--- config.mk ---
export PLATFORM = sky130hd
export DESIGN_NAME = dqtx_port_control
export DESIGN_NICKNAME = d
export VERILOG_FILES = /design/src/dqtx_pkg.sv /design/src/dqtx_delay_line.sv /design/src/dqtx_port_control.sv
export SDC_FILE = /design/constraint.sdc
export NUM_CORES = 1
export LEC_CHECK = 0
export BUFFER_PORTS_ARGS = -buffer_cell sky130_fd_sc_hd__buf_2
export CAP_MARGIN = 25
export CORE_UTILIZATION = 56
export CTS_CLUSTER_DIAMETER = 100
export DETAILED_ROUTE_END_ITERATION = 6
export GPL_TIMING_DRIVEN = 0
export PLACE_DENSITY = 0.8
export SETUP_SLACK_MARGIN = 0.02
export SLEW_MARGIN = 20
export SYNTH_ARGS = -nofsm -noshare
export SYNTH_HDL_FRONTEND = slang
export SYNTH_HIERARCHICAL = 1
export SYNTH_SLANG_ARGS = --single-unit
--- constraint.sdc ---
create_clock -name clk -period 2.6 [get_ports clk]
set_input_delay 0.78 -clock clk [delete_from_list [all_inputs] [get_ports clk]]
set_output_delay 0.78 -clock clk [all_outputs]
set_load 0.005 [all_outputs]
--- src/dqtx_pkg.sv ---
/*
 * Constants of the DQPSK transmit port control block: register map,
 * field positions, reset values and master-clock tick counts.
 * Assumes a 32-bit classic Wishbone slave with byte addresses.
 */
package dqtx_pkg;
	// Register byte offsets
	localparam logic [7:0] REG_CTRL     = 8'h00;
	localparam logic [7:0] REG_STATUS   = 8'h04;
	localparam logic [7:0] REG_SYMBOL   = 8'h08;
	localparam logic [7:0] REG_DAC      = 8'h0c;
	localparam logic [7:0] REG_IRQ_STAT = 8'h10;
	localparam logic [7:0] REG_IRQ_CLR  = 8'h14;
	localparam logic [7:0] REG_IRQ_EN   = 8'h18;

	// Control fields and reset values
	localparam int          CTRL_FORCE_SLEEP = 0;
	localparam int          CTRL_BURST_MASK  = 1;
	localparam logic [1:0]  CTRL_RESET       = 2'h0;
	localparam int          IRQ_BITS         = 5;
	localparam logic [4:0]  IRQ_RESET        = 5'h00;
	localparam int          IRQ_READY        = 0;
	localparam int          IRQ_BURST_START  = 1;
	localparam int          IRQ_BURST_END    = 2;
	localparam int          IRQ_SYMBOL       = 3;
	localparam int          IRQ_DAC_WORD     = 4;

	// Mode select encodings {a, b}
	localparam logic [1:0]  MODE_DIGITAL = 2'h0;
	localparam logic [1:0]  MODE_ANALOG  = 2'h2;
	localparam logic [1:0]  MODE_FTEST   = 2'h1;

	// Counts in master-clock ticks, bit-clock cycles, bits and synchroniser stages
	localparam int          CAL_TICKS_DEFAULT   = 4097;
	localparam logic [2:0]  LEAD_TICKS          = 3'h3;
	localparam logic [5:0]  BITCLK_HALF_TICKS   = 6'h20;
	localparam logic [3:0]  TAIL_CYCLES         = 4'h8;
	localparam logic [4:0]  WORD_BITS           = 5'h10;
	localparam int          DAC_BITS            = 10;
	localparam int          BURST_DELAY_DEFAULT = 16;
	localparam int          SYNC_STAGES         = 2;

	typedef enum {ST_IDLE, ST_LEAD, ST_RUN, ST_TAIL} dqtx_state_t;
endpackage : dqtx_pkg

--- src/dqtx_delay_line.sv ---
/*
 * Tick-enabled delay line carrying the burst request to the burst-out pin.
 * Assumes shiftEn is a one-cycle enable on clk.
 */
`timescale 1ns/1ps
module dqtx_delay_line #(
	parameter int DEPTH = 16
) (
	// Clock and reset
	input  wire logic clk,
	input  wire logic reset,
	// Stream
	input  wire logic shiftEn,
	input  wire logic dataIn,
	output logic      dataOut
);
	import dqtx_pkg::*;

	logic [DEPTH-1:0] taps_q;

	// Output is the last tap, so it is a flop
	assign dataOut = taps_q[DEPTH-1];

	always_ff @(posedge clk) begin
		if (reset) begin
			taps_q <= '0;
		end else if (shiftEn) begin
			taps_q <= {taps_q[DEPTH-2:0], dataIn};
		end
	end
endmodule : dqtx_delay_line

--- src/dqtx_port_control.sv ---
/*
 * Transmit port control: mode decode, bit clock, serial capture, burst
 * ramp control, calibration sequencing, analog bypass words, Wishbone regs.
 * Assumes master clock, pins and mode inputs are asynchronous to clk.
 */
// Operation
// - Digital mode drives bit clock out
// - Analog mode: pin is frame strobe input
// - Capture serial bit on bit clock fall
// - Analog mode: in-phase bits to DAC
// - Analog mode: quadrature bits to DAC
// - Burst high ramps up, low ramps down
// - Burst out is delayed burst request
// - Wake low puts section to sleep
// - Wake high starts offset self-calibration
// - Ready rises when calibration finishes
// - Two mode inputs decode three modes
// - Both mode inputs low: digital mode
// - Wake sampled on master clock rise
// - Eight more bit clocks after burst falls
`timescale 1ns/1ps
module dqtx_port_control #(
	parameter int CAL_TICKS   = dqtx_pkg::CAL_TICKS_DEFAULT,
	parameter int BURST_DELAY = dqtx_pkg::BURST_DELAY_DEFAULT
) (
	// Clock and reset
	input  wire logic                         clk,
	input  wire logic                         reset,
	// Wishbone slave
	input  wire logic                         cyc_i,
	input  wire logic                         stb_i,
	input  wire logic                         we_i,
	input  wire logic [7:0]                   adr_i,
	input  wire logic [3:0]                   sel_i,
	input  wire logic [31:0]                  dat_i,
	output logic      [31:0]                  dat_o,
	output logic                              ack_o,
	output logic                              irqOut,
	// Port pins
	input  wire logic                         masterClkIn,
	input  wire logic                         txBitClockIn,
	output logic                              txBitClockOut,
	output logic                              txBitClockOeN,
	input  wire logic                         txSerialBitsIn,
	input  wire logic                         burstRequestIn,
	output logic                              burstDelayedOut,
	input  wire logic                         modeSelectA,
	input  wire logic                         modeSelectB,
	input  wire logic                         wakeIn,
	output logic                              readyOut,
	// Converter side
	output logic      [dqtx_pkg::DAC_BITS-1:0] inphaseDacOut,
	output logic      [dqtx_pkg::DAC_BITS-1:0] quadratureDacOut,
	output logic                              sleepOut
);
	import dqtx_pkg::*;

	// Synchronisers
	logic [6:0] syncRaw;
	logic [6:0] sync1_q;
	logic [6:0] sync2_q;
	assign syncRaw = {masterClkIn, txBitClockIn, txSerialBitsIn, burstRequestIn,
		modeSelectA, modeSelectB, wakeIn};
	genvar gi;
	generate
		for (gi = 0; gi < 7; gi++) begin : g_sync
			always_ff @(posedge clk) begin
				if (reset) begin
					sync1_q[gi] <= 1'b0;
					sync2_q[gi] <= 1'b0;
				end else begin
					sync1_q[gi] <= syncRaw[gi];
					sync2_q[gi] <= sync1_q[gi];
				end
			end
		end
	endgenerate

	wire       mclkS      = sync2_q[6];
	wire       frameS     = sync2_q[5];
	wire       serialS    = sync2_q[4];
	wire       burstS     = sync2_q[3];
	wire [1:0] modeS      = sync2_q[2:1];
	wire       wakeS      = sync2_q[0];
	wire       inphaseS   = serialS;
	wire       quadS      = burstS;

	logic mclkPrev_q;
	always_ff @(posedge clk) begin
		if (reset) begin
			mclkPrev_q <= 1'b0;
		end else begin
			mclkPrev_q <= mclkS;
		end
	end
	// Master clock rate is the controller's duty; only its edges matter here
	wire mclkTick = mclkS & ~mclkPrev_q;

	// Mode decode; test and reserved codes leave the port idle
	wire modeDigital = (modeS == MODE_DIGITAL);
	wire modeAnalog  = (modeS == MODE_ANALOG);

	// Control registers
	logic [1:0]          ctrl_q;
	logic [IRQ_BITS-1:0] irqStat_q;
	logic [IRQ_BITS-1:0] irqEn_q;
	logic                ack_q;

	// Sleep and calibration
	logic        wakeSeen_q;
	logic        sleep_q;
	logic        calDone_q;
	logic [12:0] calCount_q;
	wire         wakeReq  = wakeS & ~ctrl_q[CTRL_FORCE_SLEEP];
	wire         calLast  = (calCount_q == 13'(CAL_TICKS - 1));

	always_ff @(posedge clk) begin
		if (reset) begin
			wakeSeen_q <= 1'b0;
		end else if (mclkTick) begin
			wakeSeen_q <= wakeReq;
		end
	end

	always_ff @(posedge clk) begin
		if (reset) begin
			sleep_q    <= 1'b1;
			calDone_q  <= 1'b0;
			calCount_q <= '0;
		end else if (!wakeSeen_q) begin
			sleep_q    <= 1'b1;
			calDone_q  <= 1'b0;
			calCount_q <= '0;
		end else begin
			sleep_q <= 1'b0;
			if (mclkTick && !calDone_q) begin
				calCount_q <= calCount_q + 13'h0001;
				calDone_q  <= calLast;
			end
		end
	end
	assign sleepOut = sleep_q;

	// Burst state machine and bit clock
	dqtx_state_t  state_q;
	logic [2:0]   lead_q;
	logic [5:0]   phase_q;
	logic [3:0]   tail_q;
	logic         bitClk_q;
	logic         rampUp_q;
	logic         rampDown_q;
	logic         half_q;
	logic         firstBit_q;
	logic [1:0]   dibit_q;
	logic [7:0]   symCount_q;
	logic         burstPrev_q;

	wire active   = modeDigital & calDone_q;
	// Burst accepted only while ready, on a rising request, so a request raised before ready is dropped
	wire accept   = active & mclkTick & burstS & ~burstPrev_q & readyOut
		& ~ctrl_q[CTRL_BURST_MASK] & (state_q == ST_IDLE);
	wire running  = (state_q == ST_RUN) | (state_q == ST_TAIL);
	wire fallTick = running & mclkTick & (phase_q == BITCLK_HALF_TICKS - 6'h01);
	wire wrapTick = running & mclkTick & (phase_q == 6'h3f);
	// The period in flight when the request drops is not one of the eight
	wire tailEnd  = (state_q == ST_TAIL) & wrapTick & (tail_q == TAIL_CYCLES);
	wire symDone  = fallTick & half_q;

	always_ff @(posedge clk) begin
		if (reset) begin
			burstPrev_q <= 1'b0;
		end else if (mclkTick) begin
			burstPrev_q <= burstS;
		end
	end

	always_ff @(posedge clk) begin
		if (reset || !active) begin
			state_q    <= ST_IDLE;
			lead_q     <= '0;
			phase_q    <= '0;
			tail_q     <= '0;
			rampUp_q   <= 1'b0;
			rampDown_q <= 1'b0;
		end else begin
			case (state_q)
				ST_IDLE: begin
					if (accept) begin
						state_q  <= ST_LEAD;
						lead_q   <= '0;
						rampUp_q <= 1'b1;
					end
				end
				ST_LEAD: begin
					if (mclkTick) begin
						lead_q <= lead_q + 3'h1;
						if (lead_q == LEAD_TICKS - 3'h1) begin
							state_q <= ST_RUN;
							phase_q <= '0;
						end
					end
				end
				ST_RUN: begin
					if (mclkTick) begin
						phase_q <= phase_q + 6'h01;
						if (!burstS) begin
							state_q    <= ST_TAIL;
							tail_q     <= '0;
							rampUp_q   <= 1'b0;
							rampDown_q <= 1'b1;
						end
					end
				end
				ST_TAIL: begin
					if (mclkTick) begin
						phase_q <= phase_q + 6'h01;
					end
					if (tailEnd) begin
						state_q    <= ST_IDLE;
						rampDown_q <= 1'b0;
					end else if (wrapTick) begin
						tail_q <= tail_q + 4'h1;
					end
				end
				default: begin
					state_q <= ST_IDLE;
				end
			endcase
		end
	end

	// Bit clock is high in the first half of each 64-tick period
	always_ff @(posedge clk) begin
		if (reset) begin
			bitClk_q <= 1'b0;
		end else begin
			bitClk_q <= running & (phase_q < BITCLK_HALF_TICKS) & ~tailEnd;
		end
	end
	assign txBitClockOut = bitClk_q;
	assign txBitClockOeN = ~modeDigital;

	// Serial capture at each falling edge, paired into dibits
	always_ff @(posedge clk) begin
		if (reset || accept) begin
			half_q     <= 1'b0;
			firstBit_q <= 1'b0;
			dibit_q    <= '0;
			symCount_q <= '0;
		end else if (fallTick) begin
			half_q <= ~half_q;
			if (!half_q) begin
				firstBit_q <= serialS;
			end else begin
				dibit_q    <= {firstBit_q, serialS};
				symCount_q <= symCount_q + 8'h01;
			end
		end
	end

	// Analog bypass: frame marks the first bit of a 16-bit word
	logic [DAC_BITS-1:0] iShift_q;
	logic [DAC_BITS-1:0] qShift_q;
	logic [4:0]          bitCnt_q;
	logic [DAC_BITS-1:0] iDac_q;
	logic [DAC_BITS-1:0] qDac_q;
	wire                 anaTick  = modeAnalog & mclkTick & ~sleep_q;
	// Bits outside a framed word are ignored, so no stray word reaches the DACs
	wire  [4:0]          cntNext  = frameS ? 5'h01 :
		(bitCnt_q == 5'h00) ? 5'h00 : bitCnt_q + 5'h01;
	wire                 wordDone = anaTick & (cntNext == WORD_BITS);
	wire  [DAC_BITS-1:0] iNext    = {iShift_q[DAC_BITS-2:0], inphaseS};
	wire  [DAC_BITS-1:0] qNext    = {qShift_q[DAC_BITS-2:0], quadS};

	always_ff @(posedge clk) begin
		if (reset) begin
			iShift_q <= '0;
			qShift_q <= '0;
			bitCnt_q <= '0;
		end else if (anaTick) begin
			iShift_q <= iNext;
			qShift_q <= qNext;
			bitCnt_q <= wordDone ? 5'h00 : cntNext;
		end
	end

	always_ff @(posedge clk) begin
		if (reset) begin
			iDac_q <= '0;
			qDac_q <= '0;
		end else if (wordDone) begin
			iDac_q <= iNext;
			qDac_q <= qNext;
		end
	end
	assign inphaseDacOut    = iDac_q;
	assign quadratureDacOut = qDac_q;

	// Ready is held off during a burst and its tail
	logic ready_q;
	always_ff @(posedge clk) begin
		if (reset) begin
			ready_q <= 1'b0;
		end else begin
			ready_q <= calDone_q & (state_q == ST_IDLE) & ~accept;
		end
	end
	assign readyOut = ready_q;

	// Burst out follows the request through the pipeline delay
	dqtx_delay_line #(
		.DEPTH (BURST_DELAY)
	) u_burst_delay (
		.clk     (clk),
		.reset   (reset),
		.shiftEn (mclkTick),
		.dataIn  (burstS & modeDigital),
		.dataOut (burstDelayedOut)
	);

	// Interrupt events; a set in the clearing cycle wins
	wire [IRQ_BITS-1:0] irqEvent = {wordDone, symDone, tailEnd, accept,
		calDone_q & ~ready_q & (state_q == ST_IDLE) & ~accept};

	// Wishbone decode
	wire req    = cyc_i & stb_i & ~ack_q;
	wire wrLow  = req & we_i & sel_i[0];
	wire wrCtrl = wrLow & (adr_i == REG_CTRL);
	wire wrClr  = wrLow & (adr_i == REG_IRQ_CLR);
	wire wrEn   = wrLow & (adr_i == REG_IRQ_EN);
	wire [31:0] statusWord = {23'h000000, burstDelayedOut, running, rampDown_q,
		rampUp_q, ~sleep_q & ~calDone_q, sleep_q, ready_q, modeS};
	wire [31:0] readMux =
		(adr_i == REG_CTRL)     ? {30'h00000000, ctrl_q} :
		(adr_i == REG_STATUS)   ? statusWord :
		(adr_i == REG_SYMBOL)   ? {16'h0000, symCount_q, 6'h00, dibit_q} :
		(adr_i == REG_DAC)      ? {6'h00, qDac_q, 6'h00, iDac_q} :
		(adr_i == REG_IRQ_STAT) ? {27'h0000000, irqStat_q} :
		(adr_i == REG_IRQ_EN)   ? {27'h0000000, irqEn_q} : 32'h00000000;

	always_ff @(posedge clk) begin
		if (reset) begin
			ack_q <= 1'b0;
			dat_o <= '0;
		end else begin
			ack_q <= req;
			dat_o <= (req && !we_i) ? readMux : 32'h00000000;
		end
	end
	assign ack_o = ack_q;

	always_ff @(posedge clk) begin
		if (reset) begin
			ctrl_q    <= CTRL_RESET;
			irqEn_q   <= IRQ_RESET;
			irqStat_q <= IRQ_RESET;
		end else begin
			if (wrCtrl) begin
				ctrl_q <= dat_i[1:0];
			end
			if (wrEn) begin
				irqEn_q <= dat_i[IRQ_BITS-1:0];
			end
			irqStat_q <= (irqStat_q & ~(wrClr ? dat_i[IRQ_BITS-1:0] : IRQ_RESET)) | irqEvent;
		end
	end
	assign irqOut = |(irqStat_q & irqEn_q);
endmodule : dqtx_port_control

==> flow_metrics.env <==
export IMPL_dr_total_vias=5624
export IMPL_row_count=39
export IMPL_status="completed"
export IMPL_hold_slack_ns=0.433
export IMPL_rrSetupSlack_ns=0.22
export IMPL_dp_hpwl_um=11200
export IMPL_drtIter0Drc=408
export IMPL_synth_edff_count=0
export IMPL_synth_top_area_frac=0.487
export IMPL_floorplan_io_pins=115
export IMPL_critical_path_arrival_ns=2.67
export IMPL_start_util=0.577
export IMPL_route_antenna_remaining_nets=0
export IMPL_final_cell_mix="dfxtp_1, buf_2, nor2_1"
export IMPL_startpoint_type="flop"
export IMPL_critPathKind="reg -> reg"
export IMPL_cts_tree="yes"
export IMPL_cts_buffers=17
export IMPL_maxCapViolations=0
export IMPL_grt_pass1_vias=5236
export IMPL_die_height_um=111
export IMPL_finalCritPeriodShare=0.914
export IMPL_first_pass_iters=6
export IMPL_io_buffers=77
export IMPL_clkSlewWorstSetupHoldPaths_ns=0.06
export IMPL_max_stage_delay_ns=0.49
export IMPL_die_area_um2=12300
export IMPL_path_delay_family="simple AND/OR/NAND/NOR gates"
export IMPL_synth_ff_type="dfxtp_1"
export IMPL_nets=901
export IMPL_final_common_cell="dfxtp_1"
export IMPL_core_um2=11500
export IMPL_grt_antenna_before_repair=0
export IMPL_vias_per_cell=5.70
export IMPL_reg2reg_from="bitCnt_q[0]"
export IMPL_syn2layout_area_growth_pct=18.7
export IMPL_grt_pass1_wl_um=25500
export IMPL_grt_max_degree=17
export IMPL_synth_area_top_cells="dfxtp_1, mux2i_1, a21oi_1"
export IMPL_finalCriticalPeriod_ns=2.38
export IMPL_grt_setup_unrepaired="no"
export IMPL_max_freq_mhz=421
export IMPL_htreeDepth=4
export IMPL_r2r_cells=8
export IMPL_power_mw=5.31
export IMPL_yosys_area_top_type="dfxtp_1"
export IMPL_power_density_nw_per_um2=676
export IMPL_clockBufferDepth=2
export IMPL_peakVddDrop_mv=0.583
export IMPL_cts_sinks=161
export IMPL_critPathSlowestCell="or4b_4"
export IMPL_yosys_warnings=6
export IMPL_cts_hold_buf=0
export IMPL_p_leak_nw=3.02
export IMPL_drc=0
export IMPL_yosysSeqAreaShare=0.487
export IMPL_r2r_end="quadratureDacOut[6]"
export IMPL_synthArstFlopShare=0
export IMPL_track_usage=0.259
export IMPL_relSlewSlack=0.589
export IMPL_drive_above_1_share=0.169
export IMPL_wl_per_cell_um=15.8
export IMPL_synth_seq_cells=161
export IMPL_synth_cells=730
export IMPL_slew_violations=0
export IMPL_min_from="sync1_q[5]"
export IMPL_n_antenna_cell=0
export IMPL_final_hold_violation_count=0
export IMPL_min_path_cells=1
export IMPL_hp_class="reg -> reg"
export IMPL_worst_hold_path_endpoint="frameS"
export IMPL_clock_skew_ns=0.0101
export IMPL_worstPathMaxFanout=10
export IMPL_root_buffer="clkbuf_16"
export IMPL_overflow=0
export IMPL_setup_viol=0
export IMPL_die_w_um=111
export IMPL_tightest_slew_ns=0.616
export IMPL_cts_resized=0
export IMPL_endpoint_kind="flop"
export IMPL_gp_congestion=0.889
export IMPL_crit_chain="inv_1 -> ha_1 -> or4b_4 -> a211oi_2 -> nand4b_1 -> clkbuf_1 -> o21ai_0 -> a21oi_1"
export IMPL_synth_cell_types=60
export IMPL_syn_area_per_cell_um2=9.07
export IMPL_wl_um=15600
export IMPL_cts_setup_buffers=0
export IMPL_required_ns=2.89
export IMPL_crit_buf_inv=2
export IMPL_syn_area_um2=6620
export IMPL_worstSkewPairLatency_ns=0.43
==> per-layer routing <==
metal  up-vias  GRT usage  part of all wire
met1      2679      0.333              0.44
met4         0      0.115             0.031
li1       2708          -                 -
met5         -          0                 0
met2       204      0.418              0.47
met3        33     0.0590             0.063
==> worst max-delay path by stage <==
stage / slack [ns] / end / cells after the start / from
final: 0.22 / quadratureDacOut[6] / 8 / bitCnt_q[0]
after global routing: 0.10 / symCount_q[4] / 8 / state_q[0]
after CTS: 0.19 / irqStat_q[0] / 6 / adr_i[1]
after detailed placement: -0.19 / irqStat_q[0] / 6 / adr_i[1]
after global placement: -0.16 / irqStat_q[0] / 6 / adr_i[1]
after floorplan: 0.28 / irqStat_q[0] / 5 / adr_i[1]
==> where the power goes <==
group	internal, mW	switching [mW]	total (mW)
combinational	0.0526	0.0831	0.136
clock	1.69	0.995	2.69
sequential	2.48	0.00769	2.49
==> flip-flops by register name, indices dropped and copies added (netlist names), 4 cells and up <==
name and cells:
irqEn_q 5, iShift_q 9, tail_q 4, u_burst_delay/taps_q 16
quadratureDacOut 10, dat_o 26, sync1_q 7, inphaseDacOut 10
symCount_q 8, irqStat_q 5, phase_q 6, bitCnt_q 5
qShift_q 9, calCount_q 13
==> synthesized netlist by cell type, types with 6 or more instances <==
cell	n
or2_2	6
nor2b_1	22
nor2_1	71
xor2_1	15
dfxtp_1	161
nor3_1	8
and2_1	22
mux2i_1	35
buf_4	6
nand3b_1	6
inv_1	18
o21ai_0	39
ha_1	14
a21oi_1	65
clkbuf_1	28
nand3_1	38
nand2_1	68
nand4_1	9
or3_1	7
xnor2_1	7
==> through the flow <==
stage | cell area (um2) | setup WS (ns) | setup TNS [ns] | std cells | utilization
floorplan | 6640 | 0.282 | 0 | 735 | -
finish | 7850 | 0.223 | 0 | 987 | 0.685
global placement | 7200 | -0.164 | -0.862 | 955 | 0.628
global route | 7850 | 0.101 | 0 | 987 | 0.685
CTS | 7850 | 0.190 | 0 | 987 | 0.684
detailed placement | 7200 | -0.193 | -1.20 | 955 | 0.628
==> kinds of logic (layout without fill, tap and decap cells) <==
group | after synthesis | in the layout | share of synthesized area
other | 1 | 6 | 0.000567
muxes | 40 | 40 | 0.0631
xor gates and xnor gates | 22 | 22 | 0.0291
buffers and inverters | 64 | 173 | 0.0467
DFF | 161 | 161 | 0.487
and+or+nand+nor | 295 | 295 | 0.233
adders and majority gates | 14 | 14 | 0.0265
AOI/OAI and AO/OA | 133 | 133 | 0.114
==> layout make-up <==
type,count,area (um2)
fill,900,3610
sequential,161,3220
multi-input combinational,510,3110
clock buffer,22,474
timing repair buffer,77,385
buffer,46,241
tap,143,179
clock inverter,10,171
inverter,18,67.6
Note: power is estimated with default switching activity, not from simulation.
